<file path="src/logic/ncfg_pkg.sv">
package ncfg_pkg;
   // ------------------------------------------------------------
   // register indices (byte address = 4 * index)
   // ------------------------------------------------------------
   localparam logic [7:0] REG_CD_PHASE = 8'h13;
   localparam logic [7:0] REG_AB_FLO = 8'h14;
   localparam logic [7:0] REG_AB_FHI = 8'h15;
   localparam logic [7:0] REG_CD_FLO = 8'h16;
   localparam logic [7:0] REG_CD_FHI = 8'h17;
   localparam logic [7:0] REG_SYNTH = 8'h18;
   localparam logic [7:0] REG_AUTOSYNC = 8'h1f;
   // ------------------------------------------------------------
   // synth_control_status fields
   // ------------------------------------------------------------
   localparam int LF_DISCHARGE_BIT = 12;
   localparam int DIV_SYNC_BIT = 11;
   localparam int PLL_EN_BIT = 10;
   localparam int CP_LSB = 6;
   localparam int PRE_LSB = 3;
   localparam logic [15:0] SYNTH_RESET = 16'h2808;
   localparam logic [15:0] SYNTH_RSVD_MASK = 16'he300;
   localparam logic [15:0] SYNTH_RW_MASK = 16'h1cf8;
   localparam int AUTOSYNC_CD_BIT = 0;
   localparam logic [15:0] WORD_RESET = 16'h0000;
   // ------------------------------------------------------------
   // charge pump decode
   // ------------------------------------------------------------
   localparam logic [1:0] CP_NONE = 2'h0;
   localparam logic [1:0] CP_SINGLE = 2'h1;
   localparam logic [1:0] CP_DUAL = 2'h3;
endpackage

</file>
<file path="src/logic/ncfg_cp_decode.sv">
`timescale 1ns/10ps
// charge pump and prescaler decode
module ncfg_cp_decode (
   input wire logic [1:0] cp_code_in,
   input wire logic [2:0] pre_code_in,
   output logic [1:0] pump_count_out,
   output logic [3:0] pre_div_out
);
   import ncfg_pkg::*;
   // ------------------------------------------------------------
   // decode
   // ------------------------------------------------------------
   always_comb begin
      unique case (cp_code_in)
         CP_SINGLE: pump_count_out = 2'h1;
         CP_DUAL: pump_count_out = 2'h2;
         default: pump_count_out = 2'h0; // none or unused code
      endcase
      // code 000 selects 8, 001 unused maps to 8 as well
      if (pre_code_in < 3'h2) begin
         pre_div_out = 4'h8;
      end else begin
         pre_div_out = {1'b0, pre_code_in};
      end
   end
endmodule

</file>
<file path="src/logic/ncfg_phase_addr.sv">
`timescale 1ns/10ps
// phase offset addition for the sine/cosine table address
module ncfg_phase_addr (
   input wire logic [31:0] acc_in,
   input wire logic [15:0] offset_in,
   output logic [15:0] addr_out
);
   // ------------------------------------------------------------
   // upper accumulator half plus offset, wraps modulo 2^16
   // ------------------------------------------------------------
   assign addr_out = 16'(acc_in[31:16] + offset_in);
endmodule

</file>
<file path="src/logic/ncfg_regs.sv">
// Our own choice: register access over APB.
`timescale 1ns/10ps
module ncfg_regs (
   input wire logic clk_in,
   input wire logic rstn_in,
   input wire logic psel_in,
   input wire logic penable_in,
   input wire logic pwrite_in,
   input wire logic [11:0] paddr_in,
   input wire logic [31:0] pwdata_in,
   input wire logic [3:0] pstrb_in,
   input wire logic [2:0] lf_volt_in,
   input wire logic lvds_sync_in,
   output logic [31:0] prdata_out,
   output logic pready_out,
   output logic pslverr_out,
   output logic [15:0] cd_table_addr_out,
   output logic [31:0] ab_pair_freq_word_out,
   output logic [31:0] cd_pair_freq_word_out,
   output logic [15:0] cd_pair_phase_offset_out,
   output logic autosync_pulse_out,
   output logic lf_discharge_out,
   output logic pll_enable_out,
   output logic pll_bypass_out,
   output logic ndiv_sync_out,
   output logic [1:0] pump_count_out,
   output logic [3:0] pre_div_out
);
   import ncfg_pkg::*;

   typedef struct packed {
      logic [15:0] cd_phase;
      logic [15:0] ab_flo;
      logic [15:0] ab_fhi;
      logic [15:0] cd_flo;
      logic [15:0] cd_fhi;
      logic [15:0] synth;
      logic autosync_en;
      logic [31:0] ab_act;
      logic [31:0] cd_act;
      logic [15:0] cd_phase_act;
      logic [31:0] cd_acc;
      logic [15:0] table_addr;
      logic sync_pulse;
      logic [2:0] lf_volt;
      logic [31:0] rdata;
      logic ready;
      logic err;
      logic [1:0] pumps;
      logic [3:0] prediv;
      logic ndiv_sync;
      logic bypass;
   } ncfg_state_s;

   ncfg_state_s cur;
   ncfg_state_s next_cur;
   logic [15:0] sum_addr;
   logic [1:0] dec_pumps;
   logic [3:0] dec_prediv;
   logic [7:0] idx;
   logic setup;
   logic access;
   logic wr;
   logic rd;
   logic [15:0] wdata;
   logic [15:0] synth_view;

   // ------------------------------------------------------------
   // helpers
   // ------------------------------------------------------------
   ncfg_phase_addr u_phase (
      .acc_in(cur.cd_acc),
      .offset_in(cur.cd_phase_act),
      .addr_out(sum_addr)
   );

   ncfg_cp_decode u_dec (
      .cp_code_in(cur.synth[CP_LSB+1:CP_LSB]),
      .pre_code_in(cur.synth[PRE_LSB+2:PRE_LSB]),
      .pump_count_out(dec_pumps),
      .pre_div_out(dec_prediv)
   );

   // bus decode: word index from byte address; answer in the first access cycle
   // addresses above the word window decode as an unmapped index
   assign idx = (paddr_in[11:10] == 2'h0) ? paddr_in[9:2] : 8'hff;
   assign setup = psel_in && !penable_in;
   // writes land at the access edge that samples pready high, never earlier
   assign access = psel_in && penable_in && cur.ready;
   assign wr = access && pwrite_in && (paddr_in[1:0] == 2'h0);
   assign rd = setup && !pwrite_in;
   assign wdata = {pstrb_in[1] ? pwdata_in[15:8] : 8'h00, pstrb_in[0] ? pwdata_in[7:0] : 8'h00};
   // readback: reserved bits at reset value, indicator live
   assign synth_view = (cur.synth & SYNTH_RW_MASK) | (SYNTH_RESET & SYNTH_RSVD_MASK)
      | {13'h0000, cur.lf_volt};

   // ------------------------------------------------------------
   // next state
   // ------------------------------------------------------------
   always_comb begin
      next_cur = cur;
      next_cur.sync_pulse = 1'b0;
      next_cur.ready = 1'b0;
      next_cur.err = 1'b0;
      next_cur.lf_volt = lf_volt_in;
      next_cur.table_addr = sum_addr;
      next_cur.pumps = dec_pumps;
      next_cur.prediv = dec_prediv;
      next_cur.ndiv_sync = cur.synth[DIV_SYNC_BIT] && lvds_sync_in;
      // signed step: adding a negative word wraps the phase backwards
      next_cur.cd_acc = 32'(cur.cd_acc + cur.cd_act);
      // response decided in the setup cycle: unmapped index or misaligned write errors
      if (setup) begin
         next_cur.ready = 1'b1;
         unique case (idx)
            REG_CD_PHASE, REG_AB_FLO, REG_AB_FHI, REG_CD_FLO, REG_CD_FHI, REG_SYNTH,
            REG_AUTOSYNC: next_cur.err = pwrite_in && (paddr_in[1:0] != 2'h0);
            default: next_cur.err = 1'b1;
         endcase
      end
      if (wr) begin
         unique case (idx)
            REG_CD_PHASE: begin
               next_cur.cd_phase = wdata;
               if (cur.autosync_en) begin
                  next_cur.sync_pulse = 1'b1;
                  next_cur.cd_phase_act = wdata;
                  next_cur.cd_act = {cur.cd_fhi, cur.cd_flo};
               end
            end
            REG_AB_FLO: begin
               next_cur.ab_flo = wdata;
               next_cur.ab_act = {cur.ab_fhi, wdata};
            end
            REG_AB_FHI: begin
               next_cur.ab_fhi = wdata;
               next_cur.ab_act = {wdata, cur.ab_flo};
            end
            REG_CD_FLO: next_cur.cd_flo = wdata; // staged only
            REG_CD_FHI: next_cur.cd_fhi = wdata; // staged only
            REG_SYNTH: begin
               next_cur.synth = (wdata & SYNTH_RW_MASK) | (SYNTH_RESET & ~SYNTH_RW_MASK);
            end
            REG_AUTOSYNC: next_cur.autosync_en = wdata[AUTOSYNC_CD_BIT];
            default: next_cur.sync_pulse = 1'b0; // unmapped: write dropped
         endcase
      end
      // bypass has its own flop so the output comes straight from a register
      next_cur.bypass = !next_cur.synth[PLL_EN_BIT];
      if (rd) begin
         unique case (idx)
            REG_CD_PHASE: next_cur.rdata = {16'h0000, cur.cd_phase};
            REG_AB_FLO: next_cur.rdata = {16'h0000, cur.ab_flo};
            REG_AB_FHI: next_cur.rdata = {16'h0000, cur.ab_fhi};
            REG_CD_FLO: next_cur.rdata = {16'h0000, cur.cd_flo};
            REG_CD_FHI: next_cur.rdata = {16'h0000, cur.cd_fhi};
            REG_SYNTH: next_cur.rdata = {16'h0000, synth_view};
            REG_AUTOSYNC: next_cur.rdata = {31'h00000000, cur.autosync_en};
            default: next_cur.rdata = 32'h00000000; // unmapped reads as zero
         endcase
      end
   end

   // ------------------------------------------------------------
   // state register
   // ------------------------------------------------------------
   always_ff @(posedge clk_in) begin
      if (!rstn_in) begin
         cur <= '0;
         cur.synth <= SYNTH_RESET;
         cur.bypass <= 1'b1;
      end else begin
         cur <= next_cur;
      end
   end

   // ------------------------------------------------------------
   // outputs, all from flip-flops
   // ------------------------------------------------------------
   assign prdata_out = cur.rdata;
   assign pready_out = cur.ready;
   assign pslverr_out = cur.err;
   assign cd_table_addr_out = cur.table_addr;
   assign ab_pair_freq_word_out = cur.ab_act;
   assign cd_pair_freq_word_out = cur.cd_act;
   assign cd_pair_phase_offset_out = cur.cd_phase_act;
   assign autosync_pulse_out = cur.sync_pulse;
   assign lf_discharge_out = cur.synth[LF_DISCHARGE_BIT];
   assign pll_enable_out = cur.synth[PLL_EN_BIT];
   assign pll_bypass_out = cur.bypass;
   assign ndiv_sync_out = cur.ndiv_sync;
   assign pump_count_out = cur.pumps;
   assign pre_div_out = cur.prediv;
endmodule

</file>
<file path="config.mk">
export PLATFORM = sky130hd
export DESIGN_NAME = ncfg_regs
export DESIGN_NICKNAME = d
export VERILOG_FILES = /design/src/logic/ncfg_pkg.sv /design/src/logic/ncfg_cp_decode.sv /design/src/logic/ncfg_phase_addr.sv /design/src/logic/ncfg_regs.sv
export SDC_FILE = /design/constraint.sdc
export NUM_CORES = 1
export LEC_CHECK = 0
export ABC_CLOCK_PERIOD_IN_PS = 3500
export BUFFER_PORTS_ARGS = -buffer_cell sky130_fd_sc_hd__buf_2
export CAP_MARGIN = 15
export CORE_MARGIN = 4
export CORE_UTILIZATION = 57
export DETAILED_ROUTE_END_ITERATION = 12
export PLACE_DENSITY = 0.78
export SLEW_MARGIN = 10
export SYNTH_ARGS = -nofsm -noshare
export SYNTH_HDL_FRONTEND = slang
export SYNTH_SLANG_ARGS = --single-unit
</file>
<file path="constraint.sdc">
create_clock -name clk_in -period 3.5 [get_ports clk_in]
set_input_delay 0.35 -clock clk_in [delete_from_list [all_inputs] [get_ports clk_in]]
set_output_delay 0.35 -clock clk_in [all_outputs]
set_load 0.1 [all_outputs]
</file>
# Word level (Yosys, flattened, before mapping)
# Cells that the tools add are included.
[classes]
add_sub_neg = 2
magnitude_cmp = 1
n_eq_ne = 9
muxes = 15
bitwise = 2
n_reduce_logical = 28
[ops]
columns = ["op", "n"]
rows = [
  ["16-bit case mux with 7 select lines", 1],
  ["48-bit two-way mux", 2],
  ["92-bit two-way mux", 1],
  ["32-bit case mux with 2 select lines", 1],
  ["8-bit by 5-bit equality test with 1-bit output, second input constant", 7],
  ["32-bit adder", 1],
  ["8-bit two-way mux", 3],
  ["2-bit AND reduction", 9],
  ["16-bit adder", 1],
  ["14-bit by 3-bit bitwise OR with 14-bit output", 1],
  ["11-bit two-way mux", 1],
  ["1-bit logical AND", 8],
  ["7-bit OR reduction", 1],
  ["3-bit AND reduction", 2],
  ["2-bit zero test", 2],
  ["4-bit two-way mux", 1],
  ["2-bit case mux with 2 select lines", 1],
  ["2-bit nonzero test", 2],
  ["1-bit zero test", 3],
  ["3-bit by 2-bit < comparator with 1-bit output, second input constant", 1],
  ["1-bit two-way mux", 3],
  ["2-bit by 1-bit equality test with 1-bit output, second input constant", 1],
  ["2-bit equality test, second input constant", 1],
  ["2-bit two-way mux", 1],
  ["2 further kinds", 2],
]
[totals]
regBits = 263
input_bits = 57
word_cells = 80

# Logic depth before layout (Yosys ltp)
[logic_depth]
depth_word = 6
ltp_mapped = 10

# Modules after synthesis
# From an unflattened synthesis, not the netlist that was laid out.
[hier_totals]
hier_cells = 1564
hier_area_um2 = 13142.6
[modules_own_cells]
columns = ["module", "instances", "cells_per_inst", "area_per_inst_um2"]
rows = [
  ["ncfg_regs", 1, 1451, 12254.3],
  ["ncfg_phase_addr", 1, 107, 853.3],
  ["ncfg_cp_decode", 1, 6, 35.0],
]

# Least setup slack after synthesis
# No wires, ideal clock.
[synth_timing]
path_type = "register -> register"
start = "reg cur, in the netlist pready_out"
end = "reg cur[244] in the netlist's numbering"
setup_ns = 0.132
t_arrival_ns = 2.439
t_required_ns = 3.368
setup_slack_ns = 0.929
stages_incl_launch_ff = 9
synth_period_minus_slack_ns = 2.571
path_cell_list = "dfxtp_1 > nand4_1 > nor3_1 > nor3b_2 > nand2b_1 > clkbuf_1 > clkbuf_1 > nand2_1 > a21oi_1"
[synth_between]
elab_chain_cells = 4
[synth_rtl]
columns = ["item", "line", "text"]
rows = [
  ["from (decl)", "ncfg_regs.sv:55", "ncfg_state_s cur;"],
  ["from (signal assigned)", "ncfg_regs.sv:173", "cur <= next_cur;"],
  ["1-bit logical AND", "ncfg_regs.sv:89", "assign access = psel_in && penable_in && cur.ready;"],
  ["1-bit logical AND (2 in a row)", "ncfg_regs.sv:90", "assign wr = access && pwrite_in && (paddr_in[1:0] == 2'h0);"],
  ["2-bit AND reduction (no source line)", "n/a", ""],
]
# Every way passes these cells.
# A chain may end at the register's enable or synchronous reset.

# Final worst setup path
[layout_timing]
start = "reg cur, in the netlist cd_pair_freq_word_out[0]"
end = "reg cur[92] in the netlist's numbering"
[layout_between]
elab_chain_cells = 1
[layout_rtl]
columns = ["item", "line", "text"]
rows = [
  ["32-bit adder", "ncfg_regs.sv:111", "next_cur.cd_acc = 32'(cur.cd_acc + cur.cd_act);"],
]
# Every way passes these cells.

==> results.toml <==
[job]
cap_viol_max_count = 0

[final_layout]
final_common_cell = "nand2_1"
multi_input_area_um2 = 6085
seqCellArea_um2 = 4945
mostFrequentLayoutCells = "252 x nand2_1, 247 x dfxtp_1, 203 x a21oi_1"
syn_to_final_growth_pct = 7.361
drive_gt1_frac = 0.1544
n_fill_cell = 1888
design_area_um2 = 13380
nets = 1674

[synth]
ys.flop_type = "dfxtp_1"
synth_edf_count = 0
synth_compound_area_frac = 0.1964
yosysTopAreaCell = "dfxtp_1"
ys_types = 71
synth_area_per_cell_um2 = 7.966
synthesis.area_um2 = 12460
yosys_warnings = 0
synth-seq-cells = 247
async_flop_share = 0
synth.top_cell.area_share = 0.3969
seq_area_frac_synth = 0.3969
synthTopCellsByArea = "dfxtp_1 40%, a21oi_1 8.2%, buf_4 8.1%"
netlist_instances = 1564
synth-xor-area-share = 0.02179
muxShareOfSynthArea = 0.02029
synth-simple-area-share = 0.1949
synthAdderAreaFrac = 0.04941
synth_top_family_by_area = "compound AO/OA/AOI/OAI gates"

[setup_path]
rr_startpoint = "cd_pair_freq_word_out[0]$_SDFFE_PN0P_"
cp-startpoint = "cd_pair_freq_word_out[0]$_SDFFE_PN0P_"
cp_num_buf_inv = 0
worstPathRequired_ns = 3.97
start_kind = "flip-flop"
endpoint_kind = "flip-flop"
crit_fanout = 3
path_cells = "ha_1 -> fa_1 -> a21oi_1 -> o211ai_1 -> and2_1 -> a221oi_2 -> o21ai_1 -> a311oi_1 -> mux2i_1"
slowest_delay_ns = 0.41
crit_family = "compound AO/OA/AOI/OAI gates"
cp_slowest_cell = "fa_1"
critPathArrivalTime_ns = 3.36
setup.worst_path.class = "reg -> reg"

[cts]
clockBufferDepth = 3
cts_tree = "done"
hold_buffers = 0
cts_setup_buffers = 0
clkTransAtPathRegs_ns = 0.06
ctsResizeCount = 0
clock_sinks = 247
cts_made_buffers = 26
htreeDepth = 1
clk_latency_ns = 0.54
root_buffer = "clkbuf_16"

[floorplan]
row_count = 53
design.core.area_um2 = 21290
start_util = 0.5853
die-area_um2 = 24290
ios = 198
die_w_um = 155.8
die_y_um = 155.8

[routing]
wl_mm = 35.52
viasPerCell = 5.942
route.vias.total = 11076
drt_iter0_markers = 1153
wire_per_inst_um = 19.06
route.detailed.drc = 0
drtAntennaViolNets = 0
first_pass_iters = 7

[sta]
drv_slew = 0
fin_worst_skew_ns = 0.01126
tightest_slew_ns = 1.056
min_period_ns = 2.894
fin_setup_tns_ns = 0
fin_crit_sh = 0.8268
setup_violations = 0
rsz0062_at_grt = "false"
clock.fmax_mhz = 345.6
hold_viol_final = 0
max-slew-margin-rel = 0.2960

[global_route]
first_global_vias = 10126
gr-usage-all-layers = 0.2808
antenna_found_initial = 1
grt_pass1_wl_mm = 55.06
grt-ovfl-total = 0
grt_max_degree = 209

[status]
outcome = "finished clean"

[place]
dp_hpwl_mm = 25.43
gp_congestion = 0.9485
postPlaceCellArea_um2 = 12500
place.port_buffers = 163

[power]
p_leak_nw = 5.672
cellPowerDensity_nw_per_um2 = 452.2
vdd_ir_drop_max_v = 0.0003401

[min_path]
hp-class = "in -> reg"
hp-start = "lf_volt_in[2]"
layer usage:
metal,track usage,share of wire,up-vias
met1,0.3951,0.43,5136
li1,-,-,5262
met2,0.4254,0.43,599
met5,0,0,-
met4,0.08795,0.029,0
met3,0.07074,0.11,79
power by group:
part           internal, mW  leakage, nW  switching [mW]
clock                  1.69        0.424            1.14
combinational        0.0688         3.26           0.311
sequential             2.83         1.99         0.00962
sequential cells by signal, summed over array words and instances, names as in the netlist, 2 cells and up:
signal and cells:
cur 122, ab_pair_freq_word_out 32, cd_pair_freq_word_out 32, cd_pair_phase_offset_out 16, cd_table_addr_out 16, prdata_out 16
pre_div_out 4, pump_count_out 2
Yosys cell counts, drive strengths merged, types with 3 or more instances:
| library cell | number |
|---|---|
| a22oi | 20 |
| clkbuf | 68 |
| xor2 | 18 |
| o2111ai | 3 |
| o221ai | 17 |
| dfxtp | 247 |
| o21ai | 42 |
| xnor2 | 13 |
| nand3 | 23 |
| ha | 46 |
| nor4 | 5 |
| nor2b | 5 |
| nand2b | 7 |
| a31oi | 7 |
| inv | 28 |
| nor3b | 9 |
| or3 | 4 |
| o211ai | 26 |
| nand2 | 253 |
| nand4 | 8 |
| and3 | 10 |
| nor2 | 197 |
| and2 | 23 |
| a222oi | 11 |
| o21a | 7 |
| buf | 158 |
| a21o | 19 |
| nand3b | 3 |
| a211oi | 4 |
| o21bai | 5 |
| mux2i | 23 |
| a221oi | 6 |
| nand4b | 3 |
| a21oi | 203 |
| nor3 | 8 |
final cells by class:
type                    count  share of cell area
inverters                  28            0.008232
clock inverters            10             0.01001
well taps                 275             0.02573
clock buffers              36             0.05529
diodes                      2           0.0003742
multi-input cells        1078              0.4549
repair buffers            188             0.07577
flip-flops and latches    247              0.3697
kinds of logic (layout without fill, tap and decap cells):
kind of cell,Yosys count,in the layout
other,1,18
XOR/XNOR,31,31
AO/OA/AOI/OAI,395,395
AND/OR/NAND/NOR,563,563
flip-flops,247,247
buffers and inverters,254,262
adder cells (fa/ha/maj),48,48
multiplexers,25,25
final timing paths:
path                                 end  slack (ns)  depth (start not counted)
min                   cur[44]$_SDFF_PN0_        0.02                          2
max reg2reg           cur[92]$_SDFF_PN0_        0.61                          9
min reg2reg  prdata_out[14]$_SDFFE_PN0P_        0.45                          2
max                   cur[92]$_SDFF_PN0_        0.61                          9
per-stage QoR:
step                hold slack, ns  std cells  setup slack (ns)    util  power [mW]
CTS                       0.009306       1862            0.6785  0.6281       6.073
global route               0.01690       1863            0.5193  0.6282       6.220
global placement            0.4295       1815            0.6356  0.5868       3.265
finish                     0.01928       1864            0.6064  0.6283       6.049
floorplan                   0.4216       1579            0.9289       -       3.193
detailed placement          0.4366       1816            0.6897  0.5871       3.271
Power figures use the tool's default switching activity.
